$ cat src/hdl/tcc_cfg.svh
`ifndef TCC_CFG_SVH
`define TCC_CFG_SVH

// ----------------------------------------------------------------
// Register byte offsets
// ----------------------------------------------------------------
`define TCC_ADDR_MODE     8'h00
`define TCC_ADDR_ENABLE   8'h04
`define TCC_ADDR_CCR3     8'h08
`define TCC_ADDR_CCR4     8'h0c
`define TCC_ADDR_STATUS   8'h10

// ----------------------------------------------------------------
// Field positions
// ----------------------------------------------------------------
// Each channel owns one byte of the mode register
`define TCC_CH3_BYTE      7:0
`define TCC_CH4_BYTE      15:8
// Within a channel byte, input view
`define TCC_FLD_FILT      7:4
`define TCC_FLD_PSC       3:2
`define TCC_FLD_SEL       1:0
// Within a channel byte, output view
`define TCC_FLD_CMODE     6:4
`define TCC_FLD_BE        3
`define TCC_FLD_FE        2
// Enable register
`define TCC_EN_CH3_BIT    8
`define TCC_EN_CH4_BIT    12
// Status register
`define TCC_ST_FILT3      0
`define TCC_ST_FILT4      1
`define TCC_ST_REF3       2
`define TCC_ST_REF4       3
`define TCC_ST_CAP3       4
`define TCC_ST_CAP4       5

// ----------------------------------------------------------------
// Reset values and timing
// ----------------------------------------------------------------
`define TCC_MODE_RST      16'h0000
`define TCC_CCR_RST       16'h0000
`define TCC_FAST_DELAY_CYC 3

`endif

$ cat src/hdl/tcc_pkg.sv
package tcc_pkg;

  // ----------------------------------------------------------------
  // Channel direction and compare modes
  // ----------------------------------------------------------------
  typedef enum logic [1:0] {
    TCC_SEL_OUTPUT = 2'h0,
    TCC_SEL_DIRECT = 2'h1,
    TCC_SEL_CROSS  = 2'h2,
    TCC_SEL_TRIG   = 2'h3
  } tcc_sel_t;

  typedef enum logic [2:0] {
    TCC_CM_FROZEN  = 3'h0,
    TCC_CM_SET     = 3'h1,
    TCC_CM_CLEAR   = 3'h2,
    TCC_CM_TOGGLE  = 3'h3,
    TCC_CM_FORCE_0 = 3'h4,
    TCC_CM_FORCE_1 = 3'h5,
    TCC_CM_PWM1    = 3'h6,
    TCC_CM_PWM2    = 3'h7
  } tcc_cmode_t;

  // ----------------------------------------------------------------
  // Module state records
  // ----------------------------------------------------------------
  typedef struct packed {
    logic [4:0] div_cnt;
    logic [3:0] run;
    logic       cand;
    logic       out;
  } tcc_flt_state_t;

  typedef struct packed {
    logic [2:0] cnt;
    logic [1:0] last_code;
    logic       pulse;
  } tcc_psc_state_t;

  typedef struct packed {
    logic [15:0] mode;
    logic        en3;
    logic        en4;
    logic [15:0] pre3;
    logic [15:0] act3;
    logic [15:0] pre4;
    logic [15:0] act4;
    logic        flag3;
    logic        flag4;
    logic        ref3;
    logic        ref4;
    logic        prev3;
    logic        prev4;
    logic        waitreq;
    logic [31:0] rdata;
  } tcc_top_state_t;

endpackage : tcc_pkg

$ cat src/hdl/tcc_input_filter.sv
`timescale 1ns/1ps
module tcc_input_filter import tcc_pkg::*; (
  // Clock and reset
  input  wire logic       clock,
  input  wire logic       rst,
  // Filter setting and data
  input  wire logic [3:0] filt_code,
  input  wire logic       sig_in,
  output      logic       sig_out
);

  tcc_flt_state_t st_ff;
  tcc_flt_state_t nxt_st;
  logic [4:0]     div_last;
  logic [3:0]     n_req;
  logic           tick;
  logic [3:0]     run_new;

  // ----------------------------------------------------------------
  // Sampling rate and length
  // ----------------------------------------------------------------
  always_comb begin
    case (filt_code)
      4'h0:    {div_last, n_req} = {5'h00, 4'h1};
      4'h1:    {div_last, n_req} = {5'h00, 4'h2};
      4'h2:    {div_last, n_req} = {5'h00, 4'h4};
      4'h3:    {div_last, n_req} = {5'h00, 4'h8};
      4'h4:    {div_last, n_req} = {5'h01, 4'h6};
      4'h5:    {div_last, n_req} = {5'h01, 4'h8};
      4'h6:    {div_last, n_req} = {5'h03, 4'h6};
      4'h7:    {div_last, n_req} = {5'h03, 4'h8};
      4'h8:    {div_last, n_req} = {5'h07, 4'h6};
      4'h9:    {div_last, n_req} = {5'h07, 4'h8};
      4'ha:    {div_last, n_req} = {5'h0f, 4'h5};
      4'hb:    {div_last, n_req} = {5'h0f, 4'h6};
      4'hc:    {div_last, n_req} = {5'h0f, 4'h8};
      4'hd:    {div_last, n_req} = {5'h1f, 4'h5};
      4'he:    {div_last, n_req} = {5'h1f, 4'h6};
      default: {div_last, n_req} = {5'h1f, 4'h8};
    endcase
  end

  // ----------------------------------------------------------------
  // Consecutive-sample qualification
  // ----------------------------------------------------------------
  always_comb begin
    nxt_st  = st_ff;
    tick    = (st_ff.div_cnt >= div_last);
    run_new = 4'h1;
    nxt_st.div_cnt = tick ? 5'h00 : st_ff.div_cnt + 5'h01;
    if (filt_code == 4'h0) begin
      nxt_st.out  = sig_in;
      nxt_st.cand = sig_in;
      nxt_st.run  = 4'h1;
    end else if (tick) begin
      if (sig_in == st_ff.cand) begin
        run_new = (st_ff.run >= n_req) ? n_req : st_ff.run + 4'h1;
      end
      nxt_st.cand = sig_in;
      nxt_st.run  = run_new;
      if (run_new >= n_req) begin
        nxt_st.out = sig_in;
      end
    end
  end

  always_ff @(posedge clock) begin
    if (rst) begin
      st_ff <= '0;
    end else begin
      st_ff <= nxt_st;
    end
  end

  assign sig_out = st_ff.out;
endmodule : tcc_input_filter

$ cat src/hdl/tcc_capture_prescaler.sv
`timescale 1ns/1ps
module tcc_capture_prescaler import tcc_pkg::*; (
  // Clock and reset
  input  wire logic       clock,
  input  wire logic       rst,
  // Control
  input  wire logic       enable,
  input  wire logic [1:0] psc_code,
  // Events
  input  wire logic       event_in,
  output      logic       capture
);

  tcc_psc_state_t st_ff;
  tcc_psc_state_t nxt_st;
  logic [2:0]     last_cnt;

  // ----------------------------------------------------------------
  // Event divider
  // ----------------------------------------------------------------
  always_comb begin
    nxt_st   = st_ff;
    last_cnt = 3'((4'h1 << psc_code) - 4'h1);
    nxt_st.pulse     = 1'b0;
    nxt_st.last_code = psc_code;
    if (!enable || psc_code != st_ff.last_code) begin
      nxt_st.cnt = 3'h0;
    end else if (event_in) begin
      if (st_ff.cnt >= last_cnt) begin
        nxt_st.cnt   = 3'h0;
        nxt_st.pulse = 1'b1;
      end else begin
        nxt_st.cnt = st_ff.cnt + 3'h1;
      end
    end
  end

  always_ff @(posedge clock) begin
    if (rst) begin
      st_ff <= '0;
    end else begin
      st_ff <= nxt_st;
    end
  end

  assign capture = st_ff.pulse;
endmodule : tcc_capture_prescaler

$ cat src/hdl/tcc_ch34_top.sv
// Design decisions made here: the Avalon-MM register port and the register offsets.
`timescale 1ns/1ps
`include "tcc_cfg.svh"

// Contract
// - Filter passes a level only after N successive equal samples.
// - Code 0 unfiltered; codes 1-3 full rate with N 2, 4, 8.
// - Codes 4,5 half rate N 6,8; codes 6,7 quarter rate N 6,8.
// - Codes 8,9 sample at one eighth rate with N 6 and 8.
// - Codes 10-12 sample at one sixteenth rate with N 5, 6, 8.
// - Codes 13-15 sample at one thirty-second rate with N 5, 6, 8.
// - Channel 4 filter in bits 15:12, used only when channel 4 is input.
// - Channel 4 prescaler bits 11:10 capture every 1, 2, 4 or 8 events.
// - Channel 4 select bits 9:8: output, input four, input three, trigger.
// - Channel 3 compare mode, buffer, fast fields act only as output.
// - Channel 3 filter and prescaler act only as input, same codes.
// - Channel 3 select bits 1:0: output, input three, input four, trigger.
// - Compare modes: frozen, set, clear, toggle, force low/high, PWM1, PWM2.
// - Buffered compare value loads at update event, else immediately.
// - Fast enable in PWM sets compare level within three cycles of trigger.
module tcc_ch34_top import tcc_pkg::*; (
  // Clock and reset
  input  wire logic        clock,
  input  wire logic        rst,
  // Avalon-MM slave
  input  wire logic [7:0]  address,
  input  wire logic        read,
  input  wire logic        write,
  input  wire logic [31:0] writedata,
  input  wire logic [3:0]  byteenable,
  output      logic [31:0] readdata,
  output      logic        waitrequest,
  // Timer inputs
  input  wire logic        timer_input_three,
  input  wire logic        timer_input_four,
  input  wire logic        internal_trigger_in,
  input  wire logic        trigger_edge,
  input  wire logic        update_event,
  input  wire logic [15:0] counter_value,
  input  wire logic        count_down,
  // Channel results
  output      logic        ch3_output_reference,
  output      logic        ch4_output_reference,
  output      logic        ch3_capture,
  output      logic        ch4_capture
);

  localparam int FAST_MAX = `TCC_FAST_DELAY_CYC;

  tcc_top_state_t st_ff;
  tcc_top_state_t nxt_st;

  logic [7:0]  ch3_cfg;
  logic [7:0]  ch4_cfg;
  logic        ch3_is_in;
  logic        ch4_is_in;
  logic        raw3;
  logic        raw4;
  logic        filt3;
  logic        filt4;
  logic        cap3;
  logic        cap4;
  logic        bus_take;
  logic        wr_done;
  logic [31:0] rd_mux;

  // ----------------------------------------------------------------
  // Channel decode
  // ----------------------------------------------------------------
  assign ch3_cfg   = st_ff.mode[`TCC_CH3_BYTE];
  assign ch4_cfg   = st_ff.mode[`TCC_CH4_BYTE];
  assign ch3_is_in = (ch3_cfg[`TCC_FLD_SEL] != TCC_SEL_OUTPUT);
  assign ch4_is_in = (ch4_cfg[`TCC_FLD_SEL] != TCC_SEL_OUTPUT);

  always_comb begin
    case (ch3_cfg[`TCC_FLD_SEL])
      TCC_SEL_DIRECT: raw3 = timer_input_three;
      TCC_SEL_CROSS:  raw3 = timer_input_four;
      TCC_SEL_TRIG:   raw3 = internal_trigger_in;
      default:        raw3 = 1'b0;
    endcase
    case (ch4_cfg[`TCC_FLD_SEL])
      TCC_SEL_DIRECT: raw4 = timer_input_four;
      TCC_SEL_CROSS:  raw4 = timer_input_three;
      TCC_SEL_TRIG:   raw4 = internal_trigger_in;
      default:        raw4 = 1'b0;
    endcase
  end

  // ----------------------------------------------------------------
  // Input filters and capture prescalers
  // ----------------------------------------------------------------
  // An output channel forces the filter to bypass so stale settings
  // cannot delay the first sample after switching back to input.
  tcc_input_filter u_filt3 (
    .clock     (clock),
    .rst       (rst),
    .filt_code (ch3_is_in ? ch3_cfg[`TCC_FLD_FILT] : 4'h0),
    .sig_in    (raw3),
    .sig_out   (filt3)
  );

  tcc_input_filter u_filt4 (
    .clock     (clock),
    .rst       (rst),
    .filt_code (ch4_is_in ? ch4_cfg[`TCC_FLD_FILT] : 4'h0),
    .sig_in    (raw4),
    .sig_out   (filt4)
  );

  tcc_capture_prescaler u_psc3 (
    .clock    (clock),
    .rst      (rst),
    .enable   (st_ff.en3 && ch3_is_in),
    .psc_code (ch3_cfg[`TCC_FLD_PSC]),
    .event_in (filt3 && !st_ff.prev3),
    .capture  (cap3)
  );

  tcc_capture_prescaler u_psc4 (
    .clock    (clock),
    .rst      (rst),
    .enable   (st_ff.en4 && ch4_is_in),
    .psc_code (ch4_cfg[`TCC_FLD_PSC]),
    .event_in (filt4 && !st_ff.prev4),
    .capture  (cap4)
  );

  // ----------------------------------------------------------------
  // Compare reference
  // ----------------------------------------------------------------
  function automatic logic ref_next(input logic [2:0]  cm,
                                    input logic        fe,
                                    input logic        cur,
                                    input logic [15:0] ccr);
    logic match;
    logic pwm_act;
    match   = (counter_value == ccr);
    pwm_act = count_down ? (counter_value <= ccr) : (counter_value < ccr);
    ref_next = cur;
    case (cm)
      TCC_CM_FROZEN:  ref_next = cur;
      TCC_CM_SET:     ref_next = match ? 1'b1 : cur;
      TCC_CM_CLEAR:   ref_next = match ? 1'b0 : cur;
      TCC_CM_TOGGLE:  ref_next = match ? !cur : cur;
      TCC_CM_FORCE_0: ref_next = 1'b0;
      TCC_CM_FORCE_1: ref_next = 1'b1;
      TCC_CM_PWM1:    ref_next = (fe && trigger_edge) ? 1'b0 : pwm_act;
      TCC_CM_PWM2:    ref_next = (fe && trigger_edge) ? 1'b1 : !pwm_act;
      default:        ref_next = cur;
    endcase
  endfunction : ref_next

  function automatic logic [15:0] merge16(input logic [15:0] old,
                                          input logic [15:0] wd,
                                          input logic [1:0]  be);
    merge16 = {be[1] ? wd[15:8] : old[15:8], be[0] ? wd[7:0] : old[7:0]};
  endfunction : merge16

  // ----------------------------------------------------------------
  // Register bus and channel state
  // ----------------------------------------------------------------
  assign bus_take = (read || write) && st_ff.waitreq;
  assign wr_done  = write && !st_ff.waitreq;

  always_comb begin
    case (address)
      `TCC_ADDR_MODE:   rd_mux = {16'h0000, st_ff.mode};
      `TCC_ADDR_ENABLE: begin
        rd_mux = 32'h0000_0000;
        rd_mux[`TCC_EN_CH3_BIT] = st_ff.en3;
        rd_mux[`TCC_EN_CH4_BIT] = st_ff.en4;
      end
      `TCC_ADDR_CCR3:   rd_mux = {16'h0000, st_ff.pre3};
      `TCC_ADDR_CCR4:   rd_mux = {16'h0000, st_ff.pre4};
      `TCC_ADDR_STATUS: begin
        rd_mux = 32'h0000_0000;
        rd_mux[`TCC_ST_FILT3] = filt3;
        rd_mux[`TCC_ST_FILT4] = filt4;
        rd_mux[`TCC_ST_REF3]  = st_ff.ref3;
        rd_mux[`TCC_ST_REF4]  = st_ff.ref4;
        rd_mux[`TCC_ST_CAP3]  = st_ff.flag3;
        rd_mux[`TCC_ST_CAP4]  = st_ff.flag4;
      end
      default:          rd_mux = 32'h0000_0000;
    endcase
  end

  always_comb begin
    nxt_st         = st_ff;
    nxt_st.waitreq = 1'b1;
    nxt_st.prev3   = filt3;
    nxt_st.prev4   = filt4;
    if (bus_take) begin
      nxt_st.waitreq = 1'b0;
      nxt_st.rdata   = read ? rd_mux : 32'h0000_0000;
    end
    // Writes land on the edge where waitrequest is seen low
    if (wr_done) begin
      case (address)
        `TCC_ADDR_MODE:   nxt_st.mode = merge16(st_ff.mode, writedata[15:0], byteenable[1:0]);
        `TCC_ADDR_ENABLE: begin
          if (byteenable[1]) begin
            nxt_st.en3 = writedata[`TCC_EN_CH3_BIT];
            nxt_st.en4 = writedata[`TCC_EN_CH4_BIT];
          end
        end
        `TCC_ADDR_CCR3: begin
          nxt_st.pre3 = merge16(st_ff.pre3, writedata[15:0], byteenable[1:0]);
          if (ch3_is_in || !ch3_cfg[`TCC_FLD_BE]) begin
            nxt_st.act3 = nxt_st.pre3;
          end
        end
        `TCC_ADDR_CCR4: begin
          nxt_st.pre4 = merge16(st_ff.pre4, writedata[15:0], byteenable[1:0]);
          if (ch4_is_in || !ch4_cfg[`TCC_FLD_BE]) begin
            nxt_st.act4 = nxt_st.pre4;
          end
        end
        `TCC_ADDR_STATUS: begin
          if (byteenable[0]) begin
            nxt_st.flag3 = st_ff.flag3 && !writedata[`TCC_ST_CAP3];
            nxt_st.flag4 = st_ff.flag4 && !writedata[`TCC_ST_CAP4];
          end
        end
        default: ;
      endcase
    end
    if (update_event && !ch3_is_in && ch3_cfg[`TCC_FLD_BE]) begin
      nxt_st.act3 = st_ff.pre3;
    end
    if (update_event && !ch4_is_in && ch4_cfg[`TCC_FLD_BE]) begin
      nxt_st.act4 = st_ff.pre4;
    end
    // A capture beats a same-cycle flag clear or register write
    if (cap3) begin
      nxt_st.pre3  = counter_value;
      nxt_st.act3  = counter_value;
      nxt_st.flag3 = 1'b1;
    end
    if (cap4) begin
      nxt_st.pre4  = counter_value;
      nxt_st.act4  = counter_value;
      nxt_st.flag4 = 1'b1;
    end
    if (!ch3_is_in) begin
      nxt_st.ref3 = ref_next(ch3_cfg[`TCC_FLD_CMODE], ch3_cfg[`TCC_FLD_FE],
                             st_ff.ref3, st_ff.act3);
    end
    if (!ch4_is_in) begin
      nxt_st.ref4 = ref_next(ch4_cfg[`TCC_FLD_CMODE], ch4_cfg[`TCC_FLD_FE],
                             st_ff.ref4, st_ff.act4);
    end
  end

  always_ff @(posedge clock) begin
    if (rst) begin
      st_ff         <= '0;
      st_ff.mode    <= `TCC_MODE_RST;
      st_ff.pre3    <= `TCC_CCR_RST;
      st_ff.act3    <= `TCC_CCR_RST;
      st_ff.pre4    <= `TCC_CCR_RST;
      st_ff.act4    <= `TCC_CCR_RST;
      st_ff.waitreq <= 1'b1;
    end else begin
      st_ff <= nxt_st;
    end
  end

  assign readdata             = st_ff.rdata;
  assign waitrequest          = st_ff.waitreq;
  assign ch3_output_reference = st_ff.ref3;
  assign ch4_output_reference = st_ff.ref4;
  assign ch3_capture          = cap3;
  assign ch4_capture          = cap4;
endmodule : tcc_ch34_top

$ cat config.mk
export PLATFORM = sky130hd
export DESIGN_NAME = tcc_ch34_top
export DESIGN_NICKNAME = d
export VERILOG_FILES = /design/src/hdl/tcc_pkg.sv /design/src/hdl/tcc_input_filter.sv /design/src/hdl/tcc_capture_prescaler.sv /design/src/hdl/tcc_ch34_top.sv
export VERILOG_INCLUDE_DIRS = /design/src /design/src/hdl
export SDC_FILE = /design/constraint.sdc
export NUM_CORES = 1
export LEC_CHECK = 0
export BUFFER_PORTS_ARGS = -buffer_cell sky130_fd_sc_hd__buf_2
export CAP_MARGIN = 40
export CORE_ASPECT_RATIO = 0.9
export CORE_UTILIZATION = 45
export CTS_CLUSTER_SIZE = 10
export DETAILED_ROUTE_END_ITERATION = 10
export GPL_TIMING_DRIVEN = 0
export PLACE_DENSITY = 0.68
export SYNTH_ARGS = -nofsm -noshare
export SYNTH_HDL_FRONTEND = slang
export SYNTH_SLANG_ARGS = --single-unit
$ cat constraint.sdc
create_clock -name clock -period 5.1 [get_ports clock]
set_clock_uncertainty 0.15 [all_clocks]
set_input_delay 1.53 -clock clock [delete_from_list [all_inputs] [get_ports clock]]
set_output_delay 1.53 -clock clock [all_outputs]
set_load 0.05 [all_outputs]
**Yosys cells after proc, flatten, opt, wreduce, memory -nomap -nowiden**

Memory sizes are Yosys's and may differ from the RTL's.
Index checks and enable logic that the tools add are counted.

- Flip-flop bits (word level): 155
- Bits in read-only memories: 288
- Input port bits: 70
- Output and inout bits: 37
- Logic and storage cells: 234
- Memories: 2

- Add/sub/neg operators: 8
- Magnitude comparators: 12
- Equal/unequal tests: 36
- Shift operators: 2
- Muxes and demuxes: 56
- Bitwise logic cells: 6
- Reductions and logical operators: 80

Memory list:

| name | depth | bits a word | read ports | clocked after memory_dff | wr ports | line | RTL |
|---|---|---|---|---|---|---|---|
| (name not given) | 16 | 9 | 1 | 0 | 0 | tcc_input_filter.sv:23 | `case (filt_code)` |
| (name not given) | 16 | 9 | 1 | 0 | 0 | tcc_input_filter.sv:23 |  |

Operator list:

| kind | count |
|---|---|
| $mux 32 | 5 |
| $pmux 16 s5 | 1 |
| $mux 66 | 1 |
| $mux 16 | 4 |
| $mux 4 | 10 |
| $mux 33 | 1 |
| $eq 16x16->1 | 2 |
| $le 16x16->1 | 2 |
| $lt 16x16->1 | 2 |
| $mux 8 | 4 |
| $reduce_bool 2->1 | 14 |
| $eq 3x3->1 const B | 8 |
| $reduce_and 3->1 | 7 |
| $mux 1 | 18 |
| $mux 3 | 6 |
| $reduce_bool 3->1 | 6 |
| $eq 8x4->1 const B | 2 |
| $ge 4x4->1 | 4 |
| $logic_not 1->1 | 15 |
| $logic_and 1x1->1 | 14 |
| $pmux 1 s7 | 2 |
| $eq 3x2->1 const B | 4 |
| $ne 2x2->1 const B | 6 |
| $reduce_or 2->1 | 6 |
| 24 further kinds | 56 |

**Longest topological paths before layout**

An unclocked memory read counts as a cell.

- Depth after elaboration: 12
- Mapped depth: 25
- Depth with buffers taken out: 24

**By module**

From an unflattened synthesis, not the netlist that was laid out.

- Cells, all modules: 1,091
- Area total of the unflattened synthesis: 9,218.8 um^2

Modules (own cells, without submodules):

| module | instances | cells each | area an instance (um^2) | sequential area each (um^2) |
|---|---|---|---|---|
| tcc_ch34_top | 1 | 741 | 6,311.1 | 2,102.0 |
| tcc_input_filter | 2 | 142 | 1,133.6 | 220.2 |
| tcc_capture_prescaler | 2 | 33 | 320.3 | 120.1 |

**Least setup slack after synthesis**

OpenSTA, ideal clock, no wires.

- Kind: reg2reg
- Start point: reg st_ff, in the netlist ch4_cfg[0]
- End point: reg u_filt4.st_ff, in the netlist u_filt4.sig_out
- Library setup time: 123 ps
- Data arrival time: 4,680 ps
- Required time: 4,827 ps
- Path slack: 147 ps
- Stages on the path, launching flop included: 24
- Buffers on the path: 2
- Period minus slack after synthesis: 4,953 ps
- Path through: dfxtp_1 buf_6 or2_1 buf_6 and2_2 ha_1 mux2_2 nand2_1 nand2_1 nor2_1 ha_1 and2_2 nor4bb_2 a2111oi_4 mux2i_1 and2_1 ha_1 nand2b_1 a21o_1 nand3_1 o311ai_0 nor3_1 o21ai_1 mux2_1

- Cells in the longest elaborated chain, start to end: 11
- Elaborated cells between the ends (all ways): 22
- Those cells by class: order compare (3); eq/ne (4); mux (9); reduce/logical (5); memory (1)

RTL lines:

| what | line | RTL |
|---|---|---|
| from (decl) | tcc_ch34_top.sv:50 | `tcc_top_state_t st_ff;` |
| from (signal assigned) | tcc_ch34_top.sv:266 | `st_ff <= nxt_st;` |
| $reduce_bool 2->1 | tcc_ch34_top.sv:73 | `` assign ch4_is_in = (ch4_cfg[`TCC_FLD_SEL] != TCC_SEL_OUTPUT); `` |
| $mux 4 | tcc_ch34_top.sv:106 | `` .filt_code (ch4_is_in ? ch4_cfg[`TCC_FLD_FILT] : 4'h0), `` |
| $mem_v2 16x9 | n/a |  |
| $ge 4x4->1 | tcc_input_filter.sv:57 | `run_new = (st_ff.run >= n_req) ? n_req : st_ff.run + 4'h1;` |
| $mux 4 | tcc_input_filter.sv:57 |  |
| $mux 4 | tcc_input_filter.sv:56 | `if (sig_in == st_ff.cand) begin` |
| $mux 4 | tcc_input_filter.sv:55 | `end else if (tick) begin` |
| $mux 4 | tcc_input_filter.sv:51 | `if (filt_code == 4'h0) begin` |
| $ge 4x4->1 | tcc_input_filter.sv:61 | `if (run_new >= n_req) begin` |
| $reduce_bool 2->1 (no line) | n/a |  |
| $reduce_and 2->1 (no line) | n/a |  |
| to (signal assigned) | tcc_input_filter.sv:71 | `st_ff <= nxt_st;` |
| to (decl) | tcc_input_filter.sv:12 | `tcc_flt_state_t st_ff;` |

Parallel ways exist; a longest one is shown, timed or not. The select of a mux whose other input is x is not followed.
A chain may end at the register's enable or synchronous reset.

**Worst setup path in the final report**

Same ends and word-level chain as after synthesis.

==> run metrics <==
status completed; DP HPWL 20,300 um; fill cell count 1,839; Slew headroom 44.2%; H-tree depth 4; Hold Buf Count CTS 0; Finished Cell Area 0.0104 sq mm; CP Class register to register; worst hold path class register to register; Crit. End Element register; initial antenna violation count 0; Iteration-0 DRC Markers 681; ys flop type dfxtp_1; final critical-path share of the clock period 95.6%; total wire length 25,900 um; crit-path max FO 7; Pre-antenna DRT Iters 8; Syn Area/Cell 8.08 sq um; area leader, netlist dfxtp_1; Synth Instances 1,114; max-cap violations 0; Yosys Warn Count 0; Area after DPL 0.00974 sq mm; Total GRT Usage 25.9%; starting density of the core 46.4%; unrepaired setup endpoints after global routing false; P_leak 4.16 nW; Synth-to-Final Area Change 15.8%; synthesis-stage register bit count 139; Max Transition Viols Final 0; Longest Clk Path Bufs 2; Inst Count DP 1,452; vias in the first global route 7,656; ys async rst share 0%; Critical Path Source Type register; Clock Sinks 139; Clock transition at path regs 0.06 ns; via count 8,353; Buffers on Ports 70; Seq/Total Area, Yosys 30.9%; cts bufs inserted 17; GPL Wtd Cong 0.935; Core Region 0.0194 sq mm; crit path DAT 5.04 ns; crit-path cells buf_6, or2_1, buf_6, and2_4, ha_4, mux2_2, nand2_1, nand2_1, nor2_2, ha_1, and2_2, nor4bb_4, a2111oi_4, mux2i_1, and2_4, ha_1, nand2b_1, a21o_1, nor4b_1, nor3_1, o21ai_1, mux2_1; biggest cell delay along the critical path 0.37 ns; final setup fails 0; Antenna Nets Post-Route 0; Fin. Hold Viols 0; I/O Pins 107; Fmax 205 MHz; share of the synthesized area in the top cell type 30.9%; Inserted Diodes 0; non-filler cells, final 1,486; synthesized area 0.00900 sq mm; DR DRC count 0; most common cell in the synthesized netlist nor2_1; Vias/cell 5.62; Slew @ Worst Pin 0.835 ns; synth cell count leaders 149 x nor2_1, 139 x dfxtp_1, 133 x nand2_1; Final min period 4.88 ns; clock root buffer clkbuf_16; Worst VDD drop 222 uV; largest net degree at the start of global routing 17; Yosys cell types 69; ranking of synthesized cells by area dfxtp_1 31%, ha_1 11%, nor2_1 6.2%; Die Ht 136 um; Post-synth EDFFs 0; GRT overflow 0; layout cells sized above 1 16.0%; Slowest-stage cell, CP a2111oi_4; CTS tree done; Site Rows 48; clk_lat worst skew 0.42 ns; Final #Nets 1,374; pwr dens 250 mW/mm^2; Tot Pwr 2.61 mW; first-pass GRT wire length 40,900 um; R2R Setup Slk 0.22 ns; DR WL/cell 17.4 um; Worst EP required 5.26 ns; DIE AREA 0.0206 sq mm; Die W 151 um
state kept, by name, summed over array words and instances (netlist names), 5 cells and up:
register and count:
st_ff 70, readdata 16, u_filt3.st_ff 10, u_filt4.st_ff 10
ch3_cfg 8, ch4_cfg 8, u_psc3.st_ff 5, u_psc4.st_ff 5
kinds of logic (layout without fill, tap and decap cells):
logic type / count (synthesis) / after routing / synth area share (%)
mux: 69 / 69 / 8.25
flops: 139 / 139 / 30.9
xor+xnor: 20 / 20 / 1.95
simple gates: 408 / 408 / 20.2
compound gates: 241 / 241 / 19.2
fa+ha+maj: 81 / 81 / 11.3
buf+inv: 155 / 262 / 8.27
other cells: 1 / 16 / 0.0416
per-stage QoR:
stage                     utilization [%]  hold WS, ns  setup WS, ns  setup TNS, ns
after floorplan                         -        0.280         0.147              0
after detailed placement             50.2        0.310        -0.431         -0.431
after global routing                 53.8        0.344       0.00876              0
final                                53.8        0.319         0.223              0
after CTS                            53.6        0.321       0.00154              0
after global placement               50.1        0.296        -0.347         -0.347
critical path, delay by kind of cell, from the launching register on:
kind | cells | cell delay (ns)
multiplexers | 3 | 0.80
adder cells (fa/ha/maj) | 3 | 0.72
AND/OR/NAND/NOR | 11 | 1.81
buffers and inverters | 2 | 0.27
AO/OA/AOI/OAI | 3 | 0.69
flip-flops | 1 | 0.31
what timing repair did:
item                                    in CTS  in global routing
endpoints found under the setup margin       1                  2
buffers inserted                             3                  0
resized for setup                            2                 11
pin swaps                                    1                  4
metal layers:
| metal | part of all wire (%) | global-route usage, % |
|---|---|---|
| met5 | 0 | 0 |
| met4 | 1.3 | 6.61 |
| met3 | 8.2 | 5.60 |
| met2 | 45 | 40.9 |
| met1 | 46 | 35.6 |
final timing paths:
check | from | to | depth (start not counted)
max | ch4_cfg[0] | u_filt4.sig_out | 22
min | u_filt4.st_ff[1] | u_filt4.st_ff[1] | 2
max reg2reg | ch4_cfg[0] | u_filt4.sig_out | 22
min reg2reg | u_filt4.st_ff[1] | u_filt4.st_ff[1] | 2
power by group:
part           switching [mW]  leakage (nW)  internal [mW]
combinational           0.132          2.75         0.0644
sequential            0.00196          1.12           1.09
clock                   0.501         0.297          0.821
total                   0.635          4.16           1.97
final cells by class:
cell class	instances	area (sq um)	share of cell area, %
clock buffers	18	429	4.12
well taps	250	313	3.00
clock inverters	14	193	1.85
repair buffers	76	394	3.78
multi-input cells	835	5580	53.5
plain buffers	93	507	4.86
flip-flops and latches	139	2780	26.7
inverters	61	234	2.24
cell usage in the layout (no fill, tap or decap), types with 5 or more instances in the layout:
cell type and n:
clkbuf_16 17, nor3_1 11, nand3_1 39, inv_1 58
a211oi_1 25, nor2b_1 16, o21ai_0 17, a31oi_1 9
and2_1 5, buf_2 78, a311oi_1 34, clkbuf_1 52
buf_4 35, mux2i_1 54, nand4_1 7, and3_1 6
nand2b_1 15, a21oi_1 75, a21o_1 25, or2_2 8
o21a_1 8, nor2_1 147, xor2_1 9, ha_1 79
a222oi_1 14, mux2_2 11, conb_1 16, xnor2_1 11
nand2_1 132, dfxtp_1 139
Power figures use the tool's default switching activity.
